File: config.mk
export PLATFORM = sky130hd
export DESIGN_NAME = srw_top
export DESIGN_NICKNAME = d
export VERILOG_FILES = /design/src/verilog/srw_pkg.sv /design/src/verilog/srw_top.sv
export SDC_FILE = /design/constraint.sdc
export NUM_CORES = 1
export LEC_CHECK = 0
export ABC_CLOCK_PERIOD_IN_PS = 3800
export BUFFER_PORTS_ARGS = -buffer_cell sky130_fd_sc_hd__buf_4
export CORE_ASPECT_RATIO = 0.9
export CORE_MARGIN = 10
export CORE_UTILIZATION = 49
export CTS_CLUSTER_SIZE = 10
export DETAILED_ROUTE_END_ITERATION = 10
export PLACE_DENSITY = 0.8
export REMOVE_ABC_BUFFERS = 1
export SETUP_SLACK_MARGIN = 0.1
export SLEW_MARGIN = 40
export SYNTH_ARGS = -nofsm -noshare
export SYNTH_HDL_FRONTEND = slang
export SYNTH_HIERARCHICAL = 1
export SYNTH_SLANG_ARGS = --single-unit
export TNS_END_PERCENT = 10
File: constraint.sdc
create_clock -name clk_in -period 3.8 [get_ports clk_in]
set_clock_uncertainty 0.15 [all_clocks]
set_input_delay 0.38 -clock clk_in [delete_from_list [all_inputs] [get_ports clk_in]]
set_output_delay 0.38 -clock clk_in [all_outputs]
set_load 0.01 [all_outputs]
File: src/verilog/srw_pkg.sv
package srw_pkg;

  // ****************************************
  // Register map
  // ****************************************
  localparam logic [7:0] SRW_OFS_CFG = 8'h00;
  localparam logic [7:0] SRW_OFS_TIMER = 8'h04;
  localparam logic [7:0] SRW_OFS_CONST = 8'h08;
  localparam logic [7:0] SRW_OFS_CTRL = 8'h0C;

  // ****************************************
  // Field layout and reset values
  // ****************************************
  localparam int SRW_WRW_LSB = 3;
  localparam int SRW_WRW_MSB = 4;
  localparam int SRW_CKS_LSB = 3;
  localparam int SRW_CKS_MSB = 5;
  localparam int SRW_FLAG_BIT = 7;
  localparam int SRW_KEY_LSB = 16;
  localparam int SRW_CNT_MSB = 7;
  localparam logic [15:0] SRW_TIMER_KEY = 16'hA55A;
  localparam logic [1:0] SRW_WRW_RST = 2'h0;
  localparam logic [2:0] SRW_CKS_RST = 3'h0;
  localparam logic [2:0] SRW_CKS_STOP = 3'h0;
  localparam logic [7:0] SRW_CNT_RST = 8'h00;
  localparam logic [7:0] SRW_CNT_MAX = 8'hFF;
  localparam logic [7:0] SRW_CONST_RST = 8'hFF;
  localparam logic [31:0] SRW_RD_NONE = 32'h0000_0000;
  localparam int SRW_HTRANS_ACT_BIT = 1;

  // Prescaler masks per clock select code; code 0 stops the timer
  localparam logic [7:0][11:0] SRW_PRE_MASK = {
    12'hFFF, 12'h7FF, 12'h3FF, 12'h0FF, 12'h03F, 12'h00F, 12'h003, 12'h000
  };

  // ****************************************
  // Memory commands
  // ****************************************
  localparam logic [2:0] SRW_OP_NOP = 3'h0;
  localparam logic [2:0] SRW_OP_ACTIVATE = 3'h1;
  localparam logic [2:0] SRW_OP_WRITE = 3'h2;
  localparam logic [2:0] SRW_OP_WRITE_AP = 3'h3;
  localparam logic [2:0] SRW_OP_PRECHARGE = 3'h4;
  localparam logic [2:0] SRW_OP_READ = 3'h5;
  localparam logic [2:0] SRW_OP_REFRESH = 3'h6;

  typedef struct packed {
    logic valid;
    logic [2:0] op;
    logic area3;
    logic [1:0] bank;
    logic [12:0] row;
  } srw_cmd_req_s;

  typedef struct packed {
    logic valid;
    logic [2:0] op;
    logic [1:0] bank;
    logic [12:0] row;
  } srw_mem_cmd_s;

endpackage

File: src/verilog/srw_top.sv
`timescale 1ns/1ns

// ****************************************
// Recovery wait counter
// ****************************************
module srw_rec_timer (
  // Clock and control
  input wire logic clk_in,
  input wire logic rst_n_in,
  input wire logic ce_in,
  // Load and state
  input wire logic load_in,
  input wire logic [1:0] wait_in,
  output logic busy_out
);

  logic [1:0] count;

  // Load on the write, then count down to zero
  always_ff @(posedge clk_in or negedge rst_n_in) begin
    if (!rst_n_in) begin
      count <= 2'h0;
    end else if (ce_in) begin
      if (load_in) begin
        count <= wait_in;
      end else if (count != 2'h0) begin
        count <= count - 2'h1;
      end
    end
  end

  assign busy_out = (count != 2'h0);

endmodule

// ****************************************
// Write recovery and refresh timer block
// ****************************************
module srw_top
  import srw_pkg::*;
(
  // Clock, reset, enable
  input wire logic clk_in,
  input wire logic resetn_in,
  input wire logic ce_in,
  // AHB-Lite slave
  input wire logic hsel_in,
  input wire logic [31:0] haddr_in,
  input wire logic [1:0] htrans_in,
  input wire logic hwrite_in,
  input wire logic [2:0] hsize_in,
  input wire logic [31:0] hwdata_in,
  input wire logic hready_in,
  output logic [31:0] hrdata_out,
  output logic hreadyout_out,
  output logic hresp_out,
  // Command request from the controller sequencer
  input wire srw_cmd_req_s cmd_req_in,
  output logic cmd_ready_out,
  // Command toward the memory
  output srw_mem_cmd_s mem_cmd_out,
  // Refresh request to the controller
  output logic refresh_req_out
);

  logic rst_meta;
  logic rst_n;
  logic wr_pend;
  logic rd_pend;
  logic [7:0] addr_q;
  logic bus_acc;
  logic wr_en;
  logic [1:0] write_recovery_wait;
  logic [7:0] refresh_timer_counter;
  logic [7:0] refresh_constant;
  logic [2:0] refresh_clock_select;
  logic match_flag;
  logic [11:0] prescale;
  logic tick;
  logic timer_match;
  logic timer_wr;
  logic [31:0] rd_mux;
  logic issue;
  logic ap_busy;
  logic wr_busy;
  logic blocked;
  logic wr_ap_issue;
  logic wr_issue;

  // ****************************************
  // Reset release
  // ****************************************
  // Two stages so the release never meets a clock edge unsynchronised
  always_ff @(posedge clk_in or negedge resetn_in) begin
    if (!resetn_in) begin
      rst_meta <= 1'b0;
      rst_n <= 1'b0;
    end else begin
      rst_meta <= 1'b1;
      rst_n <= rst_meta;
    end
  end

  // ****************************************
  // AHB-Lite slave
  // ****************************************
  assign bus_acc = hsel_in && htrans_in[SRW_HTRANS_ACT_BIT] && hready_in && ce_in;
  assign wr_en = wr_pend && ce_in;

  // Address phase capture; reads take one wait state
  always_ff @(posedge clk_in or negedge rst_n) begin
    if (!rst_n) begin
      wr_pend <= 1'b0;
      rd_pend <= 1'b0;
      addr_q <= 8'h00;
    end else if (ce_in) begin
      if (hready_in) begin
        wr_pend <= bus_acc && hwrite_in;
        rd_pend <= bus_acc && !hwrite_in;
        addr_q <= haddr_in[7:0];
      end else begin
        rd_pend <= 1'b0;
      end
    end
  end

  // Read mux; unmapped offsets read zero
  always_comb begin
    rd_mux = SRW_RD_NONE;
    case (addr_q)
      SRW_OFS_CFG: begin
        rd_mux[SRW_WRW_MSB:SRW_WRW_LSB] = write_recovery_wait;
      end
      SRW_OFS_TIMER: begin
        rd_mux[SRW_CNT_MSB:0] = refresh_timer_counter;
      end
      SRW_OFS_CONST: begin
        rd_mux[SRW_CNT_MSB:0] = refresh_constant;
      end
      SRW_OFS_CTRL: begin
        rd_mux[SRW_CKS_MSB:SRW_CKS_LSB] = refresh_clock_select;
        rd_mux[SRW_FLAG_BIT] = match_flag;
      end
      default: begin
        rd_mux = SRW_RD_NONE;
      end
    endcase
  end

  // Read data sampled in the wait state, after any earlier write landed
  always_ff @(posedge clk_in or negedge rst_n) begin
    if (!rst_n) begin
      hrdata_out <= SRW_RD_NONE;
    end else if (ce_in && rd_pend) begin
      hrdata_out <= rd_mux;
    end
  end

  assign hreadyout_out = ce_in && !rd_pend;
  assign hresp_out = 1'b0;

  // ****************************************
  // Configuration registers
  // ****************************************
  // One recovery field, shared by both memory areas
  always_ff @(posedge clk_in or negedge rst_n) begin
    if (!rst_n) begin
      write_recovery_wait <= SRW_WRW_RST;
    end else if (wr_en && addr_q == SRW_OFS_CFG) begin
      write_recovery_wait <= hwdata_in[SRW_WRW_MSB:SRW_WRW_LSB];
    end
  end

  // Refresh constant and clock select
  always_ff @(posedge clk_in or negedge rst_n) begin
    if (!rst_n) begin
      refresh_constant <= SRW_CONST_RST;
      refresh_clock_select <= SRW_CKS_RST;
    end else if (wr_en) begin
      if (addr_q == SRW_OFS_CONST) begin
        refresh_constant <= hwdata_in[SRW_CNT_MSB:0];
      end
      if (addr_q == SRW_OFS_CTRL) begin
        refresh_clock_select <= hwdata_in[SRW_CKS_MSB:SRW_CKS_LSB];
      end
    end
  end

  // Match flag: write 0 clears, a match in the same cycle wins
  always_ff @(posedge clk_in or negedge rst_n) begin
    if (!rst_n) begin
      match_flag <= 1'b0;
    end else if (ce_in) begin
      if (timer_match) begin
        match_flag <= 1'b1;
      end else if (wr_en && addr_q == SRW_OFS_CTRL && !hwdata_in[SRW_FLAG_BIT]) begin
        match_flag <= 1'b0;
      end
    end
  end

  // ****************************************
  // Refresh timer
  // ****************************************
  // Free-running prescaler; masks pick the step rate
  always_ff @(posedge clk_in or negedge rst_n) begin
    if (!rst_n) begin
      prescale <= 12'h000;
    end else if (ce_in) begin
      prescale <= prescale + 12'h001;
    end
  end

  assign tick = ce_in && (refresh_clock_select != SRW_CKS_STOP) &&
                ((prescale & SRW_PRE_MASK[refresh_clock_select]) ==
                 SRW_PRE_MASK[refresh_clock_select]);
  assign timer_match = tick && (refresh_timer_counter == refresh_constant);
  assign timer_wr = wr_en && (addr_q == SRW_OFS_TIMER) &&
                    (hwdata_in[31:SRW_KEY_LSB] == SRW_TIMER_KEY);

  // Keyed write beats counting; a bad key leaves the count alone
  always_ff @(posedge clk_in or negedge rst_n) begin
    if (!rst_n) begin
      refresh_timer_counter <= SRW_CNT_RST;
    end else if (timer_wr) begin
      refresh_timer_counter <= hwdata_in[SRW_CNT_MSB:0];
    end else if (timer_match) begin
      refresh_timer_counter <= SRW_CNT_RST;
    end else if (tick) begin
      refresh_timer_counter <= refresh_timer_counter + 8'h01;
    end
  end

  // Refresh request pulse on each match
  always_ff @(posedge clk_in or negedge rst_n) begin
    if (!rst_n) begin
      refresh_req_out <= 1'b0;
    end else if (ce_in) begin
      refresh_req_out <= timer_match;
    end
  end

  // ****************************************
  // Write recovery spacing
  // ****************************************
  // Separate counters so a plain write cannot cut short auto-precharge recovery
  assign blocked = (ap_busy && cmd_req_in.op == SRW_OP_ACTIVATE) ||
                   (wr_busy && cmd_req_in.op == SRW_OP_PRECHARGE);
  assign cmd_ready_out = ce_in && rst_n && !blocked;
  assign issue = cmd_req_in.valid && cmd_ready_out;
  assign wr_ap_issue = issue && cmd_req_in.op == SRW_OP_WRITE_AP;
  assign wr_issue = issue && cmd_req_in.op == SRW_OP_WRITE;

  srw_rec_timer u_ap_rec (
    .clk_in(clk_in),
    .rst_n_in(rst_n),
    .ce_in(ce_in),
    .load_in(wr_ap_issue),
    .wait_in(write_recovery_wait),
    .busy_out(ap_busy)
  );

  srw_rec_timer u_wr_rec (
    .clk_in(clk_in),
    .rst_n_in(rst_n),
    .ce_in(ce_in),
    .load_in(wr_issue),
    .wait_in(write_recovery_wait),
    .busy_out(wr_busy)
  );

  // Registered command toward the memory, one cycle per command
  always_ff @(posedge clk_in or negedge rst_n) begin
    if (!rst_n) begin
      mem_cmd_out <= '0;
    end else if (ce_in) begin
      mem_cmd_out.valid <= issue;
      mem_cmd_out.op <= issue ? cmd_req_in.op : SRW_OP_NOP;
      mem_cmd_out.bank <= cmd_req_in.bank;
      mem_cmd_out.row <= cmd_req_in.row;
    end
  end

  logic row_activate_cmd_issue;
  logic pre_issue;
  assign row_activate_cmd_issue = issue && cmd_req_in.op == SRW_OP_ACTIVATE;
  assign pre_issue = issue && cmd_req_in.op == SRW_OP_PRECHARGE;
endmodule

==> results by group <==
Status
  • Status: complete, no violations

Setup path
  • Worst Setup Start Kind: flop
  • R2r startpoint: u_wr_rec/count[0]
  • Crit path depth: 11
  • Cells along the critical path: inv_1, ha_1, inv_1, nand3b_1, a21oi_1, nor2_1, nand3_1, nor3b_1, nand2b_2, a21oi_1, or3_1
  • CP delay by family, top: simple AND/OR/NAND/NOR gates
  • Crit Path Class: flop to flop
  • Critical path buffer and inverter count: 2
  • Worst Path Max Fanout: 5
  • CP Capture Type: flop
  • Crit path from: u_wr_rec/count[0]
  • Worst-case reg-to-reg path depth: 11
  • Max incr delay on CP: around 0.48 ns
  • Required time worst endpoint: a little under 4 ns
  • Slowest cell on crit path: nor3b_1
  • CP arrival: 2.63 ns

Final layout
  • Fin cells: 554
  • Fin nets: 552
  • Inserted Diodes: 0
  • Final core utilization: 0.6253
  • Layout cell share with drive strength beyond 1: 0.3450
  • # fillers: approximately 610
  • Commonest non-fill, non-tap cell in the layout: buf_4
  • Synth-to-layout area growth: 22.07%
  • Commonest non-fill, non-tap cells in the layout: buf_4 (87), dfrtp_1 (69), mux2_2 (36), nand2_1 (30), conb_1 (26)

Clock network
  • Skew-Pair Late Insertion Delay: about 0.36 ns
  • Maximum root-to-sink buffer count: 2
  • Clock transition at path regs: 0.09 ns
  • H-tree depth: 3
  • Clk sinks: 78
  • Root Driver: clkbuf_8
  • CTS tree: yes
  • Total CTS buffers: 9

Die
  • Die Height: around 100 um
  • Num ports: 150
  • Num rows: 30
  • Die area: 11990 sq um
  • Die width: 114.3 um
  • Core area: around 7700 sq um
  • Starting Density: 0.5123

Power
  • Seq pwr share: 0.478
  • Peak supply drop: 0.0002339 V
  • Cell Int Power: 1.480 mW
  • Switching power total: 0.6791 mW
  • Net Sw Frac: 0.3146
  • Power share of the combinational group: 0.227
  • Power, Total: 2.159 mW
  • Lkg Pwr: 2.255 nW
  • Clock power frac: 0.295
  • Pwr/cell area: 450.8 nW/um^2

Placed design
  • Pre-CTS WS: 1.223 ns
  • Placed insts: 537
  • GPL Wtd Cong: 0.8458
  • HPWL after DPL: 6796 um
  • Number of port buffers: 87

Synthesis
  • Synth Area in Adders: 0.01276
  • Post-synth top flop: dfrtp_1
  • Mapped Avg Cell Area: 10.84 sq um
  • Mapped Cells: 362
  • Synth Area in Compound Gates: 0.1094
  • Mapped cell area: roughly 3900 sq um
  • Simple-gate share of the synthesized area: 0.1560
  • Synth async-reset ratio: 1.000
  • Post-synthesis mux area share: 0.1033
  • Number of synthesized register bits: 78
  • XOR/XNOR Fraction of Synth Area: 0.04242
  • Cell variety after synth: 51
  • Register area share after synthesis: 0.5002
  • Warnings, synthesis: 6
  • EDFF count, synth: 0
  • Main combinational cell family by area after synthesis: simple AND/OR/NAND/NOR gates

STA
  • Final period utilization: 0.6674
  • Max-Slew Margin vs Limit: 0.4800
  • PnR worst setup slack: 1.264 ns
  • Final Slew Violations: 0
  • Slew @ Worst Pin: 0.7736 ns
  • Endpoints failing hold: 0
  • Sum Neg Setup Slack: 0 ns
  • Setup violators final: 0
  • Highest Clock Rate: 0.3943 GHz
  • Post-layout min period: 2.536 ns
  • RSZ-0062 raised after global routing: no

Global route
  • Initial antenna violation count: 0
  • Gr ovfl total: 0
  • Vias in the first global route: 3056
  • Total global-route track usage: 0.1484
  • Largest net degree at the start of global routing: between 70 and 80
  • First-pass GRT wire length: 14670 um

Routing
  • DRT Pass-1 Iters: 4
  • Final WL: 8910 um
  • DRT iter0 DRCs: 205
  • Routed vias/inst: 5.352
  • WL/cell: 16.08 um
  • Routed Antenna Nets: 0
  • DRC Markers: 0
  • DR vias: 2965

Worst hold path
  • Hold_sp: hwrite_in
  • Worst Hold Class: primary input to flop
  • Hold Path Depth: 2

Job
  • MaxCap Viol Count: 0
==> area by class of cell <==
type	count	area, sq um	area share
flip-flops and latches	78	1966	0.4105
multi-input cells	258	1760	0.3677
clock buffers	9	123.9	0.02587
repair buffers	89	674.4	0.1408
clock inverters	7	80.08	0.01672
well taps	96	120.1	0.02508
inverters	17	63.81	0.01333
==> path summary, 6_finish.rpt <==
path                       slack [ns]                  endpoint
setup / recovery                 1.26         u_ap_rec/count[1]
hold / removal                   0.06                   rd_pend
setup reg to reg                 1.26         u_ap_rec/count[1]
hold reg to reg                  0.21                     rst_n
max in group asynchronous        2.71  refresh_timer_counter[1]
min in group asynchronous        0.19                  rst_meta
==> synth_stat cells (3+ instances only) <==
library cell	number	area share
buf_4	25	0.048
nor4bb_1	3	0.0077
ha_1	4	0.013
a21oi_1	16	0.020
o21ai_0	22	0.028
dfrtp_1	70	0.45
inv_1	17	0.016
nor3_1	3	0.0038
dfstp_2	8	0.054
nand2b_1	3	0.0048
nand3_1	11	0.014
nand3b_1	3	0.0057
and3_1	7	0.011
a31oi_1	4	0.0064
a41oi_1	4	0.0089
nor2_1	18	0.017
nor4_2	3	0.0096
clkbuf_1	4	0.0038
a22oi_1	6	0.011
nand4_1	5	0.0080
xor2_1	11	0.025
xnor2_1	8	0.018
nand2_1	30	0.029
mux2_2	36	0.10
==> registers in the layout, summed over array words and instances (netlist names) <==
register	flops
addr_q	8
hrdata_out	8
match_flag	1
mem_cmd_out	19
prescale	12
rd_pend	1
refresh_clock_select	3
refresh_constant	8
refresh_req_out	1
refresh_timer_counter	8
rst_meta	1
rst_n	1
u_ap_rec/count	2
u_wr_rec/count	2
wr_pend	1
write_recovery_wait	2
==> per-stage QoR <==
step,hold slack (ns),instance area [sq um]
3_5_place_dp,0.01601,4574
2_1_floorplan,-0.06559,3786
4_1_cts,0.04196,4788
5_1_grt,0.03129,4788
3_3_place_gp,0.01565,4571
6_report,0.06033,4788
==> cell families after synthesis <==
logic type | Yosys count
AND/OR/NAND/NOR | 105
flip-flops | 78
AO/OA/AOI/OAI | 68
buffers and inverters | 50
multiplexers | 36
XOR/XNOR | 19
adder cells (fa/ha/maj) | 4
other | 2
==> routing by layer <==
| metal | part of all wire | track usage |
|---|---|---|
| met1 | 0.41 | 0.1819 |
| met2 | 0.48 | 0.2330 |
| met3 | 0.096 | 0.06003 |
| met4 | 0.012 | 0.04562 |
| met5 | 0 | 0 |
==> worst reg2reg max path, stage by stage, from the launching register on <==
cell and delay [ns]:
dfrtp_1 0.40, inv_1 0.07, ha_1 0.22, inv_1 0.06, nand3b_1 0.08, a21oi_1 0.06
nor2_1 0.15, nand3_1 0.14, nor3b_1 0.48, nand2b_2 0.23, a21oi_1 0.06, or3_1 0.32
==> power by group through the flow <==
stage / Clock, mW / Combinational [mW] / Sequential, mW
after floorplan: 0 / 0.296 / 1.05
after global placement: 0 / 0.463 / 1.04
after detailed placement: 0 / 0.489 / 1.05
after CTS: 0.656 / 0.493 / 1.03
after global routing: 0.698 / 0.554 / 1.05
final: 0.637 / 0.491 / 1.03
==> timing repair <==
item	CTS	global route
endpoints found under the setup margin	0	0
setup buffers	0	0
hold buffers	1	0
endpoints found under the hold margin	2	0
gates resized for setup	0	0
No activity file was read; power rests on OpenSTA's default activity.
